### config.mk
export PLATFORM = sky130hd
export DESIGN_NAME = orn_top
export DESIGN_NICKNAME = d
export VERILOG_FILES = /design/src/logic/orn_pkg.sv /design/src/logic/orn_ramp_if.sv /design/src/logic/orn_step_gen.sv /design/src/logic/orn_top.sv
export SDC_FILE = /design/constraint.sdc
export NUM_CORES = 1
export LEC_CHECK = 0
export ABC_CLOCK_PERIOD_IN_PS = 8250
export BUFFER_PORTS_ARGS = -buffer_cell sky130_fd_sc_hd__buf_2
export CAP_MARGIN = 20
export CELL_PAD_IN_SITES_DETAIL_PLACEMENT = 0
export CELL_PAD_IN_SITES_GLOBAL_PLACEMENT = 1
export CORE_UTILIZATION = 47
export CTS_CLUSTER_DIAMETER = 100
export DETAILED_ROUTE_END_ITERATION = 8
export PLACE_DENSITY_LB_ADDON = 0.1
export SYNTH_ARGS = -nofsm -noshare
export SYNTH_HDL_FRONTEND = slang
export SYNTH_SLANG_ARGS = --single-unit
### constraint.sdc
create_clock -name pclk -period 8.25 [get_ports pclk]
set_input_delay 0.825 -clock pclk [delete_from_list [all_inputs] [get_ports pclk]]
set_output_delay 0.825 -clock pclk [all_outputs]
set_load 0.005 [all_outputs]
### src/logic/orn_pkg.sv
// Package: constants, register map and types of the overload restriction block
package orn_pkg;
    // ==========================================
    // Timing
    localparam int CLK_PERIOD_NS  = 4;            // pclk period, 250 MHz
    localparam int DECEL_UNIT_NS  = 100_000_000;  // One decel-time count is 0.1 s
    localparam int UNIT_CYC       = DECEL_UNIT_NS / CLK_PERIOD_NS;
    localparam int MAX_FREQ_DEF   = 40000;        // Max frequency in 0.01 Hz counts
    localparam int STEP_CYC_DEF   = UNIT_CYC / MAX_FREQ_DEF; // Cycles per count per 0.1 s
    localparam int RAMP_CW        = 24;           // Step divider width

    // ==========================================
    // Register offsets
    localparam logic [11:0] OFS_RESTR_A  = 12'h000;
    localparam logic [11:0] OFS_RESTR_B  = 12'h004;
    localparam logic [11:0] OFS_NOTICE   = 12'h008;
    localparam logic [11:0] OFS_CTRL     = 12'h00C;
    localparam logic [11:0] OFS_IN_FN0   = 12'h010;
    localparam logic [11:0] OFS_IN_FN1   = 12'h014;
    localparam logic [11:0] OFS_OUT_FN0  = 12'h018;
    localparam logic [11:0] OFS_OUT_FN1  = 12'h01C;
    localparam logic [11:0] OFS_STATUS   = 12'h020;
    localparam logic [11:0] OFS_FREQ     = 12'h024;
    localparam logic [11:0] OFS_IRQ_STAT = 12'h028;
    localparam logic [11:0] OFS_IRQ_MASK = 12'h02C;

    // ==========================================
    // Field positions and widths
    localparam int CUR_W      = 12;  // Current in 1/1000 of rated current
    localparam int DEC_W      = 9;   // Decel time in 0.1 s
    localparam int MODE_LSB   = 0;
    localparam int LEVEL_LSB  = 4;
    localparam int DECEL_LSB  = 16;
    localparam int NLVL1_LSB  = 4;
    localparam int NLVL2_LSB  = 16;
    localparam int PHASE_BIT  = 0;
    localparam int SURGE_BIT  = 0;
    localparam int N_IN       = 8;   // Input terminals
    localparam int N_OUT      = 6;   // Five output terminals and the relay
    localparam int FN_W       = 6;

    // ==========================================
    // Limits and codes
    localparam logic [CUR_W-1:0] LEVEL_MIN = 12'h0C8;  // 0.2 x rated
    localparam logic [CUR_W-1:0] LEVEL_MAX = 12'h708;  // 1.8 x rated
    localparam logic [DEC_W-1:0] DECEL_MIN = 9'h001;   // 0.1 s
    localparam logic [DEC_W-1:0] DECEL_MAX = 9'h12C;   // 30.0 s
    localparam logic [1:0] MODE_OFF       = 2'h0;
    localparam logic [1:0] MODE_ACC_CONST = 2'h1;
    localparam logic [1:0] MODE_CONST     = 2'h2;
    localparam logic [1:0] MODE_REGEN     = 2'h3;
    localparam logic PH_ALL   = 1'h0;
    localparam logic PH_CONST = 1'h1;
    localparam logic [FN_W-1:0] FN_SET_SELECT = 6'h27;  // 39
    localparam logic [FN_W-1:0] FN_NOTICE1    = 6'h03;
    localparam logic [FN_W-1:0] FN_NOTICE2    = 6'h1A;  // 26

    // ==========================================
    // Reset values
    localparam logic [1:0]       MODE_RST  = 2'h1;
    localparam logic [CUR_W-1:0] LEVEL_RST = 12'h5DC;  // 1.5 x rated
    localparam logic [DEC_W-1:0] DECEL_RST = 9'h00A;   // 1.0 s
    localparam logic [CUR_W-1:0] SURGE_LEVEL_DEF = 12'h708;

    // ==========================================
    // Interrupt bits
    localparam int IRQ_W     = 4;
    localparam int IRQ_RESTR = 0;
    localparam int IRQ_N1    = 1;
    localparam int IRQ_N2    = 2;
    localparam int IRQ_SURGE = 3;

    typedef enum logic [1:0] {FR_FOLLOW, FR_LOWER, FR_RAISE} orn_freq_st_t;
endpackage

### src/logic/orn_ramp_if.sv
// Interface: link between the frequency control and the step divider
`timescale 1ns/1ps
interface orn_ramp_if #(parameter int CW = 24);
    logic          run;     // Divider counts while high
    logic [CW-1:0] period;  // Cycles between steps
    logic          step;    // One-cycle step enable
    modport ctl (output run, output period, input step);
    modport gen (input run, input period, output step);
endinterface

### src/logic/orn_step_gen.sv
// Step divider: one-cycle enable every period cycles while running
`timescale 1ns/1ps
module orn_step_gen
    import orn_pkg::*;
(
    input wire logic pclk,
    input wire logic presetn,
    orn_ramp_if.gen  ramp
);
    logic [RAMP_CW-1:0] cnt;  // Cycles since last step

    // ==========================================
    // Divider; restarts from zero whenever run drops so the first step is a full period away
    always_ff @(posedge pclk or negedge presetn) begin
        if (!presetn) begin
            cnt       <= '0;
            ramp.step <= 1'b0;
        end else if (!ramp.run) begin
            cnt       <= '0;
            ramp.step <= 1'b0;
        end else if (cnt + 1'b1 >= ramp.period) begin
            cnt       <= '0;
            ramp.step <= 1'b1;
        end else begin
            cnt       <= cnt + 1'b1;
            ramp.step <= 1'b0;
        end
    end
endmodule

### src/logic/orn_top.sv
// Overload restriction, overload notice and surge restraint with APB registers
`timescale 1ns/1ps
module orn_top
    import orn_pkg::*;
#(
    parameter int               MAX_FREQ    = MAX_FREQ_DEF,
    parameter int               STEP_CYC    = STEP_CYC_DEF,
    parameter logic [CUR_W-1:0] SURGE_LEVEL = SURGE_LEVEL_DEF
)(
    input  wire logic             pclk,
    input  wire logic             presetn,
    input  wire logic             psel,
    input  wire logic             penable,
    input  wire logic             pwrite,
    input  wire logic [11:0]      paddr,
    input  wire logic [31:0]      pwdata,
    output logic                  pready,
    output logic [31:0]           prdata,
    output logic                  pslverr,
    input  wire logic [N_IN-1:0]  in_term,        // Input terminals
    input  wire logic [CUR_W-1:0] motor_current,  // 1/1000 of rated
    input  wire logic [15:0]      freq_cmd,       // Ramp generator output
    input  wire logic             accel,
    input  wire logic             decel,
    input  wire logic             regen,
    input  wire logic             vector_ctrl,
    output logic [15:0]           freq_out,
    output logic                  restricting,
    output logic                  accel_hold,     // Surge restraint pauses acceleration
    output logic [N_OUT-1:0]      out_term,
    output logic                  irq
);
    // ==========================================
    // Registers
    logic [1:0]       mode_a, mode_b;                 // Restriction modes
    logic [CUR_W-1:0] lvl_a, lvl_b;                   // Restriction levels
    logic [DEC_W-1:0] dec_a, dec_b;                   // Decel times
    logic             notice_phase_select;
    logic [CUR_W-1:0] notice_level_first;
    logic [CUR_W-1:0] notice_level_second;
    logic             surge_restraint_enable;
    logic [FN_W-1:0]  in_func  [N_IN];                // Input terminal functions
    logic [FN_W-1:0]  out_func [N_OUT];               // Output terminal functions
    logic [IRQ_W-1:0] irq_stat, irq_mask;
    logic             notice_first, notice_second;
    orn_freq_st_t     state, next_state;

    // ==========================================
    // Bus decode
    wire wr_en = psel && penable && pwrite;
    wire rd_setup = psel && !penable && !pwrite;
    wire hit = paddr[11:6] == 6'h00 && paddr[1:0] == 2'h0 && paddr[5:2] <= 4'hB;
    wire wr_a   = wr_en && paddr == OFS_RESTR_A;
    wire wr_b   = wr_en && paddr == OFS_RESTR_B;
    wire wr_n   = wr_en && paddr == OFS_NOTICE;
    wire wr_c   = wr_en && paddr == OFS_CTRL;
    wire wr_if0 = wr_en && paddr == OFS_IN_FN0;
    wire wr_if1 = wr_en && paddr == OFS_IN_FN1;
    wire wr_of0 = wr_en && paddr == OFS_OUT_FN0;
    wire wr_of1 = wr_en && paddr == OFS_OUT_FN1;
    wire wr_is  = wr_en && paddr == OFS_IRQ_STAT;
    wire wr_im  = wr_en && paddr == OFS_IRQ_MASK;

    // No wait states; a miss answers with an error and zero data
    assign pready  = 1'b1;
    assign pslverr = psel && penable && !hit;

    // ==========================================
    // Write clamping keeps settings inside their legal span
    function automatic logic [CUR_W-1:0] clamp_lvl(input logic [CUR_W-1:0] v);
        clamp_lvl = (v < LEVEL_MIN) ? LEVEL_MIN : (v > LEVEL_MAX) ? LEVEL_MAX : v;
    endfunction
    function automatic logic [DEC_W-1:0] clamp_dec(input logic [DEC_W-1:0] v);
        clamp_dec = (v < DECEL_MIN) ? DECEL_MIN : (v > DECEL_MAX) ? DECEL_MAX : v;
    endfunction
    function automatic logic [CUR_W-1:0] clamp_ntc(input logic [CUR_W-1:0] v);
        clamp_ntc = (v > LEVEL_MAX) ? LEVEL_MAX : v;
    endfunction

    // ==========================================
    // Restriction sets, two independent copies
    always_ff @(posedge pclk or negedge presetn) begin
        if (!presetn) begin
            mode_a <= MODE_RST;
            lvl_a  <= LEVEL_RST;
            dec_a  <= DECEL_RST;
            mode_b <= MODE_RST;
            lvl_b  <= LEVEL_RST;
            dec_b  <= DECEL_RST;
        end else begin
            if (wr_a) begin
                mode_a <= pwdata[MODE_LSB +: 2];
                lvl_a  <= clamp_lvl(pwdata[LEVEL_LSB +: CUR_W]);
                dec_a  <= clamp_dec(pwdata[DECEL_LSB +: DEC_W]);
            end
            if (wr_b) begin
                mode_b <= pwdata[MODE_LSB +: 2];
                lvl_b  <= clamp_lvl(pwdata[LEVEL_LSB +: CUR_W]);
                dec_b  <= clamp_dec(pwdata[DECEL_LSB +: DEC_W]);
            end
        end
    end

    // ==========================================
    // Notice and control settings
    always_ff @(posedge pclk or negedge presetn) begin
        if (!presetn) begin
            notice_phase_select    <= PH_ALL;
            notice_level_first     <= '0;
            notice_level_second    <= '0;
            surge_restraint_enable <= 1'b0;
        end else begin
            if (wr_n) begin
                notice_phase_select <= pwdata[PHASE_BIT];
                notice_level_first  <= clamp_ntc(pwdata[NLVL1_LSB +: CUR_W]);
                notice_level_second <= clamp_ntc(pwdata[NLVL2_LSB +: CUR_W]);
            end
            if (wr_c) begin
                surge_restraint_enable <= pwdata[SURGE_BIT];
            end
        end
    end

    // ==========================================
    // Terminal function bytes, four to a word
    logic [63:0] in_pack, out_pack;
    logic [N_IN-1:0] sel_hits;
    genvar gi;
    generate
        for (gi = 0; gi < N_IN; gi++) begin : g_in
            wire wr_this = (gi < 4) ? wr_if0 : wr_if1;
            always_ff @(posedge pclk or negedge presetn) begin
                if (!presetn) begin
                    in_func[gi] <= '0;
                end else if (wr_this) begin
                    in_func[gi] <= pwdata[8*(gi%4) +: FN_W];
                end
            end
            assign in_pack[8*gi +: 8] = {2'h0, in_func[gi]};
            assign sel_hits[gi] = in_term[gi] && in_func[gi] == FN_SET_SELECT;
        end
    endgenerate

    // ==========================================
    // Selected parameter set
    wire              set_b    = |sel_hits;
    wire [1:0]        mode_sel = set_b ? mode_b : mode_a;
    wire [CUR_W-1:0]  lvl_sel  = set_b ? lvl_b : lvl_a;
    wire [DEC_W-1:0]  dec_sel  = set_b ? dec_b : dec_a;

    // ==========================================
    // Phase and trip decode
    wire phase_const = !accel && !decel;
    wire over        = motor_current >= lvl_sel;
    wire restr_en    = (mode_sel == MODE_ACC_CONST || mode_sel == MODE_REGEN) ? (accel || phase_const) :
                       (mode_sel == MODE_CONST) ? phase_const : 1'b0;
    wire regen_raise = mode_sel == MODE_REGEN && vector_ctrl && regen;
    wire lower_trip  = restr_en && over && !regen_raise;
    wire raise_trip  = regen_raise && over;

    // ==========================================
    // Step divider; period spans one count at the selected decel rate
    orn_ramp_if #(.CW(RAMP_CW)) ramp ();
    assign ramp.run    = state != FR_FOLLOW;
    assign ramp.period = RAMP_CW'(dec_sel) * RAMP_CW'(STEP_CYC);
    orn_step_gen u_step (
        .pclk    (pclk),
        .presetn (presetn),
        .ramp    (ramp)
    );

    // ==========================================
    // Frequency control state
    always_comb begin
        next_state = state;
        case (state)
            FR_FOLLOW: begin
                if (raise_trip) begin
                    next_state = FR_RAISE;
                end else if (lower_trip) begin
                    next_state = FR_LOWER;
                end
            end
            FR_LOWER: begin
                if (!lower_trip) begin
                    next_state = FR_FOLLOW;
                end
            end
            FR_RAISE: begin
                if (!raise_trip) begin
                    next_state = FR_FOLLOW;
                end
            end
            default: begin
                next_state = FR_FOLLOW;
            end
        endcase
    end

    // Releasing hands back to the ramp generator, which must track freq_out to avoid a jump
    always_ff @(posedge pclk or negedge presetn) begin
        if (!presetn) begin
            state       <= FR_FOLLOW;
            freq_out    <= '0;
            restricting <= 1'b0;
        end else begin
            state       <= next_state;
            restricting <= next_state != FR_FOLLOW;
            if (state == FR_FOLLOW) begin
                freq_out <= freq_cmd;
            end else if (state == FR_LOWER && ramp.step && freq_out != 16'h0000) begin
                freq_out <= freq_out - 16'h0001;
            end else if (state == FR_RAISE && ramp.step && 32'(freq_out) < MAX_FREQ) begin
                freq_out <= freq_out + 16'h0001;
            end
        end
    end

    // ==========================================
    // Overload notices
    wire notice_ok = notice_phase_select == PH_ALL || phase_const;
    wire n1_hit = notice_level_first != '0 && notice_ok && motor_current >= notice_level_first;
    wire n2_hit = notice_level_second != '0 && notice_ok && motor_current >= notice_level_second;
    wire surge_hit = surge_restraint_enable && accel && motor_current >= SURGE_LEVEL;

    always_ff @(posedge pclk or negedge presetn) begin
        if (!presetn) begin
            notice_first  <= 1'b0;
            notice_second <= 1'b0;
            accel_hold    <= 1'b0;
        end else begin
            notice_first  <= n1_hit;
            notice_second <= n2_hit;
            accel_hold    <= surge_hit;
        end
    end

    // ==========================================
    // Output terminals carry whichever notice their code names
    genvar go;
    generate
        for (go = 0; go < N_OUT; go++) begin : g_out
            wire wr_this = (go < 4) ? wr_of0 : wr_of1;
            always_ff @(posedge pclk or negedge presetn) begin
                if (!presetn) begin
                    out_func[go] <= '0;
                    out_term[go] <= 1'b0;
                end else begin
                    if (wr_this) begin
                        out_func[go] <= pwdata[8*(go%4) +: FN_W];
                    end
                    out_term[go] <= (out_func[go] == FN_NOTICE1) ? n1_hit :
                                    (out_func[go] == FN_NOTICE2) ? n2_hit : 1'b0;
                end
            end
            assign out_pack[8*go +: 8] = {2'h0, out_func[go]};
        end
        for (go = N_OUT; go < 8; go++) begin : g_pad
            assign out_pack[8*go +: 8] = 8'h00;
        end
    endgenerate

    // ==========================================
    // Interrupts; a new event in the clearing cycle stays set
    wire [IRQ_W-1:0] ev;
    assign ev[IRQ_RESTR] = state == FR_FOLLOW && next_state != FR_FOLLOW;
    assign ev[IRQ_N1]    = n1_hit && !notice_first;
    assign ev[IRQ_N2]    = n2_hit && !notice_second;
    assign ev[IRQ_SURGE] = surge_hit && !accel_hold;
    wire [IRQ_W-1:0] clr = wr_is ? pwdata[IRQ_W-1:0] : '0;

    always_ff @(posedge pclk or negedge presetn) begin
        if (!presetn) begin
            irq_stat <= '0;
            irq_mask <= '0;
        end else begin
            irq_stat <= (irq_stat & ~clr) | ev;
            if (wr_im) begin
                irq_mask <= pwdata[IRQ_W-1:0];
            end
        end
    end
    assign irq = |(irq_stat & irq_mask);

    // ==========================================
    // Read selection, registered in the setup cycle
    wire [31:0] st_word = {27'h0, accel_hold, set_b, notice_second, notice_first, restricting};
    wire [31:0] rd_mux =
        paddr == OFS_RESTR_A  ? {7'h0, dec_a, lvl_a, 2'h0, mode_a} :
        paddr == OFS_RESTR_B  ? {7'h0, dec_b, lvl_b, 2'h0, mode_b} :
        paddr == OFS_NOTICE   ? {4'h0, notice_level_second, notice_level_first, 3'h0, notice_phase_select} :
        paddr == OFS_CTRL     ? {31'h0, surge_restraint_enable} :
        paddr == OFS_IN_FN0   ? in_pack[31:0] :
        paddr == OFS_IN_FN1   ? in_pack[63:32] :
        paddr == OFS_OUT_FN0  ? out_pack[31:0] :
        paddr == OFS_OUT_FN1  ? out_pack[63:32] :
        paddr == OFS_STATUS   ? st_word :
        paddr == OFS_FREQ     ? {16'h0, freq_out} :
        paddr == OFS_IRQ_STAT ? {28'h0, irq_stat} :
        paddr == OFS_IRQ_MASK ? {28'h0, irq_mask} : 32'h0;

    always_ff @(posedge pclk or negedge presetn) begin
        if (!presetn) begin
            prdata <= '0;
        end else if (rd_setup) begin
            prdata <= rd_mux;
        end
    end
endmodule

---- Yosys cells after proc, flatten, opt, wreduce, memory -nomap -nowiden ----
Index checks and enable logic that the tools add are counted.
operators by class
  reductions and logical operators ........ 69
  equality and inequality tests ........... 36
  shift-type cells ........................ 0
  add/subtract/negate cells ............... 3
  mux-type cells .......................... 47
  $lt $le $gt $ge ......................... 12
  div/mod/pow operators ................... 0
  bitwise gates (word level) .............. 5
  multipliers ............................. 1
operators by type and width
  operator                 number
  $mux W30                 7
  $mux W16                 6
  $eq A12 B5 Y1 const B    4
  $eq A12 B6 Y1 const B    4
  $eq A6 B6 Y1 const B     8
  $mux W12                 4
  $mux W24                 2
  $logic_and A1 B1 Y1      45
  $eq A6 B2 Y1 const B     6
  $eq A6 B5 Y1 const B     6
  $ge A12 B12 Y1           3
  $mux W9                  3
  $add A24 B1 Y24 const B  1
  $eq A12 B4 Y1 const B    2
  $ge A24 B19 Y1           1
  $gt A12 B11 Y1 const B   2
  $reduce_bool A12 Y1      2
  $mul A9 B10 Y19 const B  1
  $add A16 B1 Y16 const B  1
  $lt A16 B16 Y1 const B   1
  $mux W1                  16
  $reduce_bool A16 Y1      1
  $sub A16 B1 Y16 const B  1
  $eq A12 B3 Y1 const B    1
  23 further kinds         45
word-level totals
  memory bits (writable) .................. 0
  word-level logic and storage cells ...... 214
  bits in latches ......................... 0
  register bits after elaboration ......... 249
  ROM bits ................................ 0
  output and inout bits ................... 59
  memories kept ........................... 0
  input bits .............................. 89

---- Depth between registers and ports, before layout ----
Gate-level depths: netlist (run 1).
  depth in word-level cells ............... 15
  mapped depth ............................ 33
  depth with buffers taken out ............ 31

---- Modules after synthesis ----
Synthesis (run 1) repeated with hierarchy kept, for this count alone.
unflattened totals
  cell total of the unflattened synthesis .. 1519
  area, all modules ....................... 15110.7 µm²
modules (own cells, without submodules)
  module        area an instance (µm²)  instances  sequential area each (µm²)  cells an instance
  orn_top       13200.2                 1          5580.4                      1312
  orn_step_gen  1910.6                  1          625.6                       207

---- Least setup slack after synthesis (run 1) ----
No wires, ideal clock.
  path kind ............................... in2reg
  start ................................... input in_term[5]
  end ..................................... register u_step.cnt[12]
  path buffers ............................ 2
  required time ........................... 8.177 ns
  setup time .............................. 0.073 ns
  arrival time ............................ 6.927 ns
  path slack .............................. 1.250 ns
  stages .................................. 33
  cells stage by stage .................... nand4b_1 -> nor3_1 -> nor4_2 -> nand2_1 -> clkbuf_1 -> mux2i_1 -> inv_1 -> ha_1 -> ha_1 -> a21o_1 -> ha_1 -> ha_1 -> inv_1 -> fa_1 -> inv_1 -> ha_1 -> a21o_1 -> a21oi_1 -> nor2b_1 -> o211ai_1 -> nand2_1 -> a21oi_1 -> xor2_1 -> ha_1 -> a21o_1 -> a21o_1 -> a21oi_1 -> o21ai_0 -> or3_1 -> a21oi_1 -> a21oi_4 -> buf_2 -> nor2b_1
on the way
  longest elaborated chain between the ends .. 7
RTL lines
  element               RTL line            source
  start, declared       orn_top.sv:20       input wire logic [N_IN-1:0] in_term,
  $logic_and A1 B1 Y1   orn_top.sv:140      assign sel_hits[gi] = in_term[gi] && in_func[gi] == FN_SET_SELECT;
  $reduce_or A8 Y1      orn_top.sv:146      wire set_b = |sel_hits;
  $mux W9               orn_top.sv:149      wire [DEC_W-1:0] dec_sel = set_b ? dec_b : dec_a;
  $mul A9 B10 Y19       orn_top.sv:165      assign ramp.period = RAMP_CW'(dec_sel) * RAMP_CW'(STEP_CYC);
  $ge A24 B19 Y1        orn_step_gen.sv:21  end else if (cnt + 1'b1 >= ramp.period) begin
  $mux W24              orn_step_gen.sv:21
  $mux W24              orn_step_gen.sv:18  end else if (!ramp.run) begin
  end signal, assigned  orn_step_gen.sv:25  cnt <= cnt + 1'b1;
  end, declared         orn_step_gen.sv:10  logic [RAMP_CW-1:0] cnt;
Every way passes these cells.
A chain may end at the register's enable or synchronous reset.

---- Final worst setup path (run 1) ----
  start ................................... register in_func[10] (netlist bit)
  end ..................................... register u_step.cnt[8]
on the way
  longest elaborated chain between the ends .. 8
RTL lines
  element                          RTL line            source
  start, declared                  orn_top.sv:42       logic [FN_W-1:0] in_func [N_IN];
  start signal, assigned by index  orn_top.sv:136      in_func[gi] <= pwdata[8*(gi%4) +: FN_W];
  $eq A6 B6 Y1                     orn_top.sv:140
  $logic_and A1 B1 Y1              orn_top.sv:140
  $reduce_or A8 Y1                 orn_top.sv:146
  $mux W9                          orn_top.sv:149
  $mul A9 B10 Y19                  orn_top.sv:165
  $ge A24 B19 Y1                   orn_step_gen.sv:21
  $mux W24                         orn_step_gen.sv:21
  $mux W24                         orn_step_gen.sv:18
Every way passes these cells.

==> results.json, run 1 <==
{
  "ys_warn_count": 0,
  "met3_length_um": 1830,
  "synth_edf_count": 0,
  "tightest_slew_ns": 1.05,
  "multi_input_area_mm2": 0.00832,
  "initial_utilization": 0.477,
  "drc_errors": 0,
  "worstSetupPathType": "reg2reg",
  "synthTopCellsByArea": "dfrtp_1, ha_1, mux2_2, nand2_1, o21ai_0",
  "min_path_type": "in2async",
  "clkLatencyLatePin_ns": 0.56,
  "die-area_mm2": 0.0327,
  "hpwl_um": 30800,
  "area_delta_synth_final_pct": 13.7,
  "holdWs_ns": 0.384,
  "crit_fanout": 19,
  "fmax_ghz": 0.136,
  "end_kind": "flip-flop",
  "yosysTopAreaCell": "dfrtp_1",
  "grt_remaining_overflow": 0,
  "nets": 1882,
  "ctsLongestPathBuffers": 3,
  "cts_tree": "done",
  "drive_gt1_frac": 0.214,
  "grt_first_pass_wirelength_um": 67900,
  "grt_pass1_vias": 11912,
  "synth_top_family_by_area": "simple AND/OR/NAND/NOR gates",
  "synth_adder_area_share": 0.111,
  "synth_common_cells": "nand2_1, dfrtp_1, ha_1",
  "synthSimpleGateAreaFrac": 0.159,
  "regArea_mm2": 0.00621,
  "r2r_setup_slack_ns": 0.87,
  "core_mm2": 0.0316,
  "h-tree-depth": 1,
  "synthXorXnorAreaFrac": 0.0239,
  "wl_met1_um": 19900,
  "cts-root-buf": "clkbuf_16",
  "dr.pass1.iters": 5,
  "setup_viol": 0,
  "placed_cells": 2037,
  "rsz0062_at_grt": "false",
  "io_pins": 148,
  "drt_wl_total_um": 41800,
  "max_stage_delay_ns": 0.54,
  "slew_violations": 0,
  "finalCritPeriodShare": 0.894,
  "dr_wl_met2_um": 19400,
  "post_synth_instance_area_mm2": 0.0150,
  "async_flop_share": 1.00,
  "highest_layer": "met4",
  "port-buffer-count": 142,
  "synth_compound_area_frac": 0.141,
  "required_ns": 8.71,
  "drtIter0Drc": 856,
  "ys_types": 75,
  "die_h_um": 181,
  "grt_max_degree": 131,
  "startpoint_type": "flip-flop",
  "synth_area_per_cell_um2": 9.85,
  "netlist_instances": 1527,
  "wl_per_cell_um": 20.0,
  "vias_per_cell": 5.70,
  "reg2reg_depth": 29,
  "status": "finished clean",
  "ant_nets": 0,
  "finalHoldViolations": 0,
  "layout_min_cycle_time_ns": 7.38,
  "r2r_end": "u_step.cnt[8]",
  "muxShareOfSynthArea": 0.115,
  "rows": 65,
  "synth_top_area_frac": 0.378,
  "cp.arrival_ns": 7.84,
  "yosys_register_bits": 247,
  "skew_ns": 0.0182,
  "synthMostInstantiatedCell": "nand2_1",
  "cts_made_buffers": 28,
  "p_leak_uw": 0.00828,
  "powerDensity_mw_per_mm2": 151,
  "globalplace.congestion": 0.867,
  "max_slew_margin": 0.297,
  "cts_hold_buf": 0,
  "layout.cells.non_filler": 2091,
  "cts_setup_buffers": 0,
  "slowest_stage": "nor3_1",
  "fillers": 2954,
  "cpMostUsedCell": "ha_1",
  "antenna_found_initial": 0,
  "r2r_start": "in_func[10]",
  "synthFlopType": "dfrtp_1",
  "cts_sinks": 247,
  "ctsResizeCount": 0,
  "final_util": 0.542,
  "cts.clk_slew.worst_paths_ns": 0.06,
  "track_usage": 0.263,
  "vias": 11911,
  "diodes": 0,
  "ir_drop_mv": 0.152,
  "drv_cap": 0,
  "synth-seq-area-share": 0.413,
  "die_w_um": 181,
  "finalSetupTns_ns": 0
}
-- layout make-up --
class / count / area share
flip-flops and latches: 247 / 0.363
clock buffers: 48 / 0.0483
inverters: 76 / 0.0167
multi-input cells: 1148 / 0.487
well taps: 402 / 0.0294
repair buffers: 166 / 0.0539
clock inverters: 4 / 0.00198
-- sequential cells by signal (all words and copies together), names as in the netlist, 2 cells and up --
register and count:
dec_b 9, state 2, in_func 48, out_func 36
lvl_a 12, mode_b 2, lvl_b 12, notice_level_first 12
u_step.cnt 24, notice_level_second 12, mode_a 2, out_term 6
freq_out 16, dec_a 9, prdata 30, irq_stat 4
irq_mask 4
-- cell families (layout without fill, tap and decap cells) --
| family | Yosys count | in the layout |
|---|---|---|
| multiplexers | 143 | 143 |
| other | 2 | 8 |
| buffers and inverters | 138 | 294 |
| adder cells (fa/ha/maj) | 126 | 126 |
| AO/OA/AOI/OAI | 332 | 332 |
| flip-flops | 247 | 247 |
| AND/OR/NAND/NOR | 498 | 498 |
| XOR/XNOR | 41 | 41 |
-- power breakdown --
group	internal [µW]	leakage [µW]	switching (µW)
Combinational	56.2	0.00458	110
Sequential	1220	0.00328	12.6
Clock	676	0.000414	504
-- placed cells by master, fill, tap and decap left out, drive strengths merged, types with 9 or more instances in the layout --
cell type  instances
nand4b            10
dfstp             20
nor2b             30
xor2              16
o31ai              9
nand2b            13
nor2              83
mux2              97
clkbuf            48
nand3             22
a21o              25
a221oi            21
o21ai            112
nor4              20
and3              10
a22oi             13
mux2i             32
nor3              29
a22o               9
fa                13
dfrtp            227
inv               76
ha               113
buf              166
a21oi             82
xnor2             25
mux4              14
nand2            231
and2              12
o21a              10
-- per-layer routing --
| metal | vias up | GRT usage |
|---|---|---|
| met5 | - | 0 |
| met4 | 0 | 0.0554 |
| met3 | 51 | 0.0282 |
| met2 | 283 | 0.425 |
| met1 | 5860 | 0.383 |
| li1 | 5717 | - |
-- critical path: cells and delay by family, from the launching register on --
family / cells / cell delay, ns
mux: 1 / 0.43
flops: 1 / 0.39
xor+xnor: 1 / 0.17
simple gates: 6 / 1.61
buf+inv: 3 / 0.31
fa+ha+maj: 7 / 2.35
compound gates: 11 / 2.00
-- stage by stage --
stage / power, µW / cell area (µm²) / setup WS, ns
after global placement: 1420 / 16200 / 0.562
after global routing: 2670 / 17100 / 0.318
after CTS: 2600 / 17100 / 0.878
after floorplan: 1320 / 15100 / 1.25
after detailed placement: 1420 / 16200 / 0.469
final: 2580 / 17100 / 0.871
-- worst max path at each step --
stage | start | end | slack, ns
finish | in_func[10] | u_step.cnt[8] | 0.87
global route | in_func[10] | u_step.cnt[8] | 0.32
CTS | in_func[10] | u_step.cnt[8] | 0.88
detailed placement | in_term[6] | u_step.cnt[8] | 0.47
global placement | in_term[6] | u_step.cnt[11] | 0.56
floorplan | in_term[5] | u_step.cnt[12] | 1.25
No activity file was read; power rests on OpenSTA's default activity.
==> inputs of run 2 (changes only) <==
ABC_AREA = 1   (was unset)
CORE_UTILIZATION = 45   (was 47)
MAX_ROUTING_LAYER = met4   (was unset)
==> results.json, run 2 <==
{
  "cts_hold_buf": 0,
  "top_regs": "in_func x48, out_func x36, prdata x30",
  "synth-seq-area-share": 0.403,
  "nets": 2334,
  "layout_min_cycle_time_ns": 6.99,
  "startpoint_type": "flip-flop",
  "dr.pass1.iters": 6,
  "synth_common_cells": "nand2_1, inv_1, dfrtp_1",
  "setup_viol": 0,
  "netlist_instances": 1973,
  "status": "finished clean",
  "drc_errors": 0,
  "initial_utilization": 0.459,
  "port-buffer-count": 142,
  "skew_ns": 0.0203,
  "grt_pass1_vias": 13346,
  "final_cell_mix": "nand2_1, inv_1, dfrtp_1",
  "largest_reg_flops": 48,
  "drv_cap": 0,
  "end_kind": "flip-flop",
  "worstSetupPathType": "reg2reg",
  "ys_types": 57,
  "finalWorstSetupSlack_ns": 1.26,
  "final_common_cell": "nand2_1",
  "finalSetupTns_ns": 0,
  "fillers": 3337,
  "yosys_register_bits": 247,
  "globalplace.congestion": 0.888,
  "synthTopCellsByArea": "dfrtp_1, nand2_1, ha_1, o21ai_0, inv_1",
  "synthMostInstantiatedCell": "nand2_1",
  "rows": 67,
  "area_delta_synth_final_pct": 14.6,
  "diodes": 0,
  "track_usage": 0.280,
  "cts_made_buffers": 29,
  "crit_fanout": 42,
  "slew_violations": 0,
  "drtIter0Drc": 794,
  "finalCritPeriodShare": 0.847,
  "fmax_ghz": 0.143,
  "die_w_um": 187,
  "clkLatencyLatePin_ns": 0.58,
  "cts.clk_slew.worst_paths_ns": 0.06,
  "io_pins": 148,
  "tightest_slew_ns": 1.06,
  "synth_edf_count": 0,
  "ir_drop_mv": 0.142,
  "yosysTopAreaCell": "dfrtp_1",
  "vias": 13768,
  "wl_per_cell_um": 18.4,
  "pre_cts_ws_ns": 0.836,
  "ant_nets": 0,
  "synthFlopType": "dfrtp_1",
  "cts-root-buf": "clkbuf_16",
  "drt_wl_total_um": 47700,
  "antenna_found_initial": 0,
  "cts_setup_buffers": 0,
  "ctsLongestPathBuffers": 3,
  "core_mm2": 0.0336,
  "min_path_type": "in2async",
  "slowest_stage": "fa_1",
  "grt_first_pass_wirelength_um": 74200,
  "required_ns": 8.73,
  "async_flop_share": 1.00,
  "post_synth_instance_area_mm2": 0.0154,
  "drive_gt1_frac": 0.127,
  "max_slew_margin": 0.292,
  "hpwl_um": 36400,
  "p_leak_uw": 0.00871,
  "synth_area_per_cell_um2": 7.81,
  "die-area_mm2": 0.0350,
  "synth_top_area_frac": 0.368,
  "rsz0062_at_grt": "false",
  "finalHoldViolations": 0,
  "powerDensity_mw_per_mm2": 170,
  "max_stage_delay_ns": 0.53,
  "cts_tree": "done",
  "ys_warn_count": 0,
  "top_register": "in_func",
  "grt_remaining_overflow": 0,
  "cts_sinks": 247,
  "grt_max_degree": 112,
  "die_h_um": 187,
  "cp.arrival_ns": 7.47,
  "vias_per_cell": 5.32,
  "ctsResizeCount": 0,
  "h-tree-depth": 1
}
==> run 2: final timing paths <==
| kind | from | end | slack (ns) | cells past startpoint |
|---|---|---|---|---|
| min in group pclk | notice_first | irq_stat[1] | 0.47 | 1 |
| worst max register to register | in_func[45] | u_step.cnt[1] | 1.26 | 38 |
| worst min register to register | notice_first | irq_stat[1] | 0.47 | 1 |
| worst max-delay path | in_func[45] | u_step.cnt[1] | 1.26 | 38 |
| max in group asynchronous | presetn | notice_level_second[6] | 6.40 | 2 |
| worst min-delay path | presetn | u_step.cnt[8] | 0.23 | 1 |
==> run 2: per-stage QoR <==
step	total power (µW)	cell area, µm²	instances	hold WS, ns	util
2_1_floorplan	1500	15400	1979	0.438	-
3_3_place_gp	1660	16600	2535	0.455	0.495
3_5_place_dp	1670	16600	2535	0.461	0.495
4_1_cts	3040	17700	2589	0.316	0.525
5_1_grt	3130	17700	2590	0.334	0.526
6_report	3010	17700	2590	0.233	0.526
==> run 2: logic make-up after synthesis <==
kind of cell | Yosys count | synth area share
DFF | 247 | 0.403
adders and majority gates | 126 | 0.109
AOI/OAI and AO/OA | 428 | 0.157
xor gates and xnor gates | 34 | 0.0193
muxes | 4 | 0.00260
and+or+nand+nor | 798 | 0.226
other | 2 | 0.000487
buffers and inverters | 334 | 0.0834
==> run 2: worst max-delay path, delay by kind of cell (launching register included) <==
kind | cells | cell delay, ns
adder cells (fa/ha/maj) | 7 | 2.48
AND/OR/NAND/NOR | 13 | 1.62
AO/OA/AOI/OAI | 8 | 1.25
buffers and inverters | 9 | 0.95
flip-flops | 1 | 0.37
XOR/XNOR | 1 | 0.20
==> run 2: area by class of cell <==
cell class	instances	area, µm²	share of cell area
sequential	247	6210	0.351
tap	448	561	0.0317
clock inverter	15	194	0.0110
multi-input combinational	1398	7960	0.450
timing repair buffer	163	878	0.0497
clock buffer	39	823	0.0466
inverter	280	1050	0.0595
==> run 2: power breakdown <==
part | switching (µW) | internal [µW]
Combinational | 227 | 121
Sequential | 56.8 | 1240
Clock | 540 | 826
Total | 824 | 2190
==> run 2: routing by layer <==
layer	share of wire	vias to the layer above	global-route usage	wire, µm
met5	0	-	-	0
met4	0.028	0	0.0817	1330
met3	0.054	70	0.0341	2580
met2	0.46	391	0.443	21700
met1	0.46	6491	0.377	22100
li1	-	6816	-	-
==> inputs of run 3 (changes only) <==
ABC_AREA = 0   (was 1)
ABC_CLOCK_PERIOD_IN_PS = 6000   (was 8250)
CORE_UTILIZATION = 43   (was 45)
clock period = 6 ns   (was 8.25 ns; I/O delays follow)
==> results.json, run 3 (synthesis gave the netlist of run 1 again) <==
{
  "ctsLongestPathBuffers": 3,
  "drive_gt1_frac": 0.281,
  "die-area_mm2": 0.0357,
  "wl_per_cell_um": 20.0,
  "nets": 1965,
  "max_slew_margin": 0.314,
  "globalplace.congestion": 0.851,
  "tightest_slew_ns": 1.02,
  "startpoint_type": "flip-flop",
  "multi_input_area_mm2": 0.00863,
  "slew_violations": 0,
  "max_stage_delay_ns": 0.48,
  "top_regs": "in_func x48, out_func x36, prdata x30",
  "layout_min_cycle_time_ns": 6.37,
  "powerDensity_mw_per_mm2": 213,
  "finalCritPeriodShare": 1.06,
  "critical-path-top-delay-family": "adder cells",
  "vias_per_cell": 5.50,
  "final_util": 0.531,
  "drt_wl_total_um": 44600,
  "hpwl_um": 32400,
  "min_path_type": "in2async",
  "track_usage": 0.263,
  "largest_reg_flops": 48,
  "dr.pass1.iters": 5,
  "rows": 68,
  "layout.cells.non_filler": 2230,
  "worstSetupPathType": "reg2reg",
  "p_leak_uw": 0.00882,
  "cts_sinks": 247,
  "top_register": "in_func",
  "finalWorstSetupSlack_ns": -0.367,
  "fillers": 3248,
  "grt_pass1_vias": 12322,
  "grt_max_degree": 147,
  "cts_tree": "done",
  "die_w_um": 189,
  "cp.arrival_ns": 6.86,
  "cts_made_buffers": 30,
  "cts.clk_slew.worst_paths_ns": 0.06,
  "drtIter0Drc": 807,
  "grt_first_pass_wirelength_um": 70500,
  "cts-root-buf": "clkbuf_16",
  "violations": "setup timing",
  "skew_ns": 0.0570,
  "core_mm2": 0.0345,
  "required_ns": 6.49,
  "area_delta_synth_final_pct": 21.7,
  "end_kind": "flip-flop",
  "port-buffer-count": 142,
  "setup_viol": 20,
  "holdWs_ns": 0.0311,
  "clkLatencyLatePin_ns": 0.61,
  "final_cell_mix": "nand2_1, dfrtp_1, buf_2",
  "path_buf_inv": 5,
  "io_pins": 148,
  "drv_cap": 0,
  "initial_utilization": 0.436,
  "regArea_mm2": 0.00621,
  "drc_errors": 0,
  "grt_remaining_overflow": 0,
  "ir_drop_mv": 0.196,
  "ant_nets": 0,
  "h-tree-depth": 1,
  "antenna_found_initial": 2,
  "finalHoldViolations": 0,
  "rsz0062_at_grt": "true",
  "cts_hold_buf": 0,
  "status": "finished with violations",
  "crit_fanout": 5,
  "vias": 12276,
  "final_common_cell": "nand2_1",
  "slowest_stage": "fa_1",
  "die_h_um": 189,
  "finalSetupTns_ns": -6.66,
  "fmax_ghz": 0.157,
  "pre_cts_ws_ns": -0.834,
  "placed_cells": 2158
}
-- run 3: changes by cell type in the layout (fill, tap and decap cells not counted), sizes merged, moves of 81 or more --
cell,before,now
mux2,0,97
buf,163,244
o21ai,231,112
inv,278,78
nand2,462,231
nor2,169,83
-- run 3: layer usage --
metal / routed length [µm] / up-vias / GRT usage
li1: - / 5919 / -
met2: 20700 / 291 / 0.416
met1: 20900 / 6008 / 0.360
met5: 0 / - / -
met4: 871 / 0 / 0.0549
met3: 2080 / 58 / 0.0350
-- run 3: cell type report --
| class | count | share of cell area |
|---|---|---|
| clock buffer | 37 | 0.0446 |
| tap | 455 | 0.0311 |
| inverter | 76 | 0.0156 |
| clock inverter | 19 | 0.0142 |
| multi-input combinational | 1151 | 0.471 |
| antenna | 1 | 0.000137 |
| sequential | 247 | 0.339 |
| timing repair buffer | 244 | 0.0838 |
-- run 3: path summary, 6_finish.rpt --
check,startpoint,end,slack (ns),cells after the start
worst max-delay path,in_func[17],u_step.cnt[3],-0.37,32
worst min-delay path,presetn,u_step.cnt[12],0.03,1
worst max register to register,in_func[17],u_step.cnt[3],-0.37,32
worst min register to register,prdata[10],prdata[10],0.47,2
max in group asynchronous,presetn,notice_level_first[11],4.65,2
min in group pclk,freq_cmd[10],freq_out[10],0.25,2
-- run 3: through the flow --
step           cell area, µm²  power [µW]
2_1_floorplan           15200        1820
3_3_place_gp            16900        1960
3_5_place_dp            16900        1960
4_1_cts                 18200        3940
5_1_grt                 18300        4020
6_report                18300        3890
-- run 3: power by group --
part | internal, µW | total, µW | switching, µW | leakage (µW)
Sequential | 1680 | 1690 | 17.7 | 0.00328
Clock | 1190 | 1960 | 775 | 0.000525
Combinational | 79.1 | 234 | 155 | 0.00502
Total | 2940 | 3890 | 947 | 0.00882
-- run 3: what timing repair did --
item,in CTS,in global routing
setup buffers,11,2
hold endpoints to repair,0,0
endpoints found under the setup margin,20,20
gates cloned,3,0
pin swaps,16,11
gates resized for setup,19,17
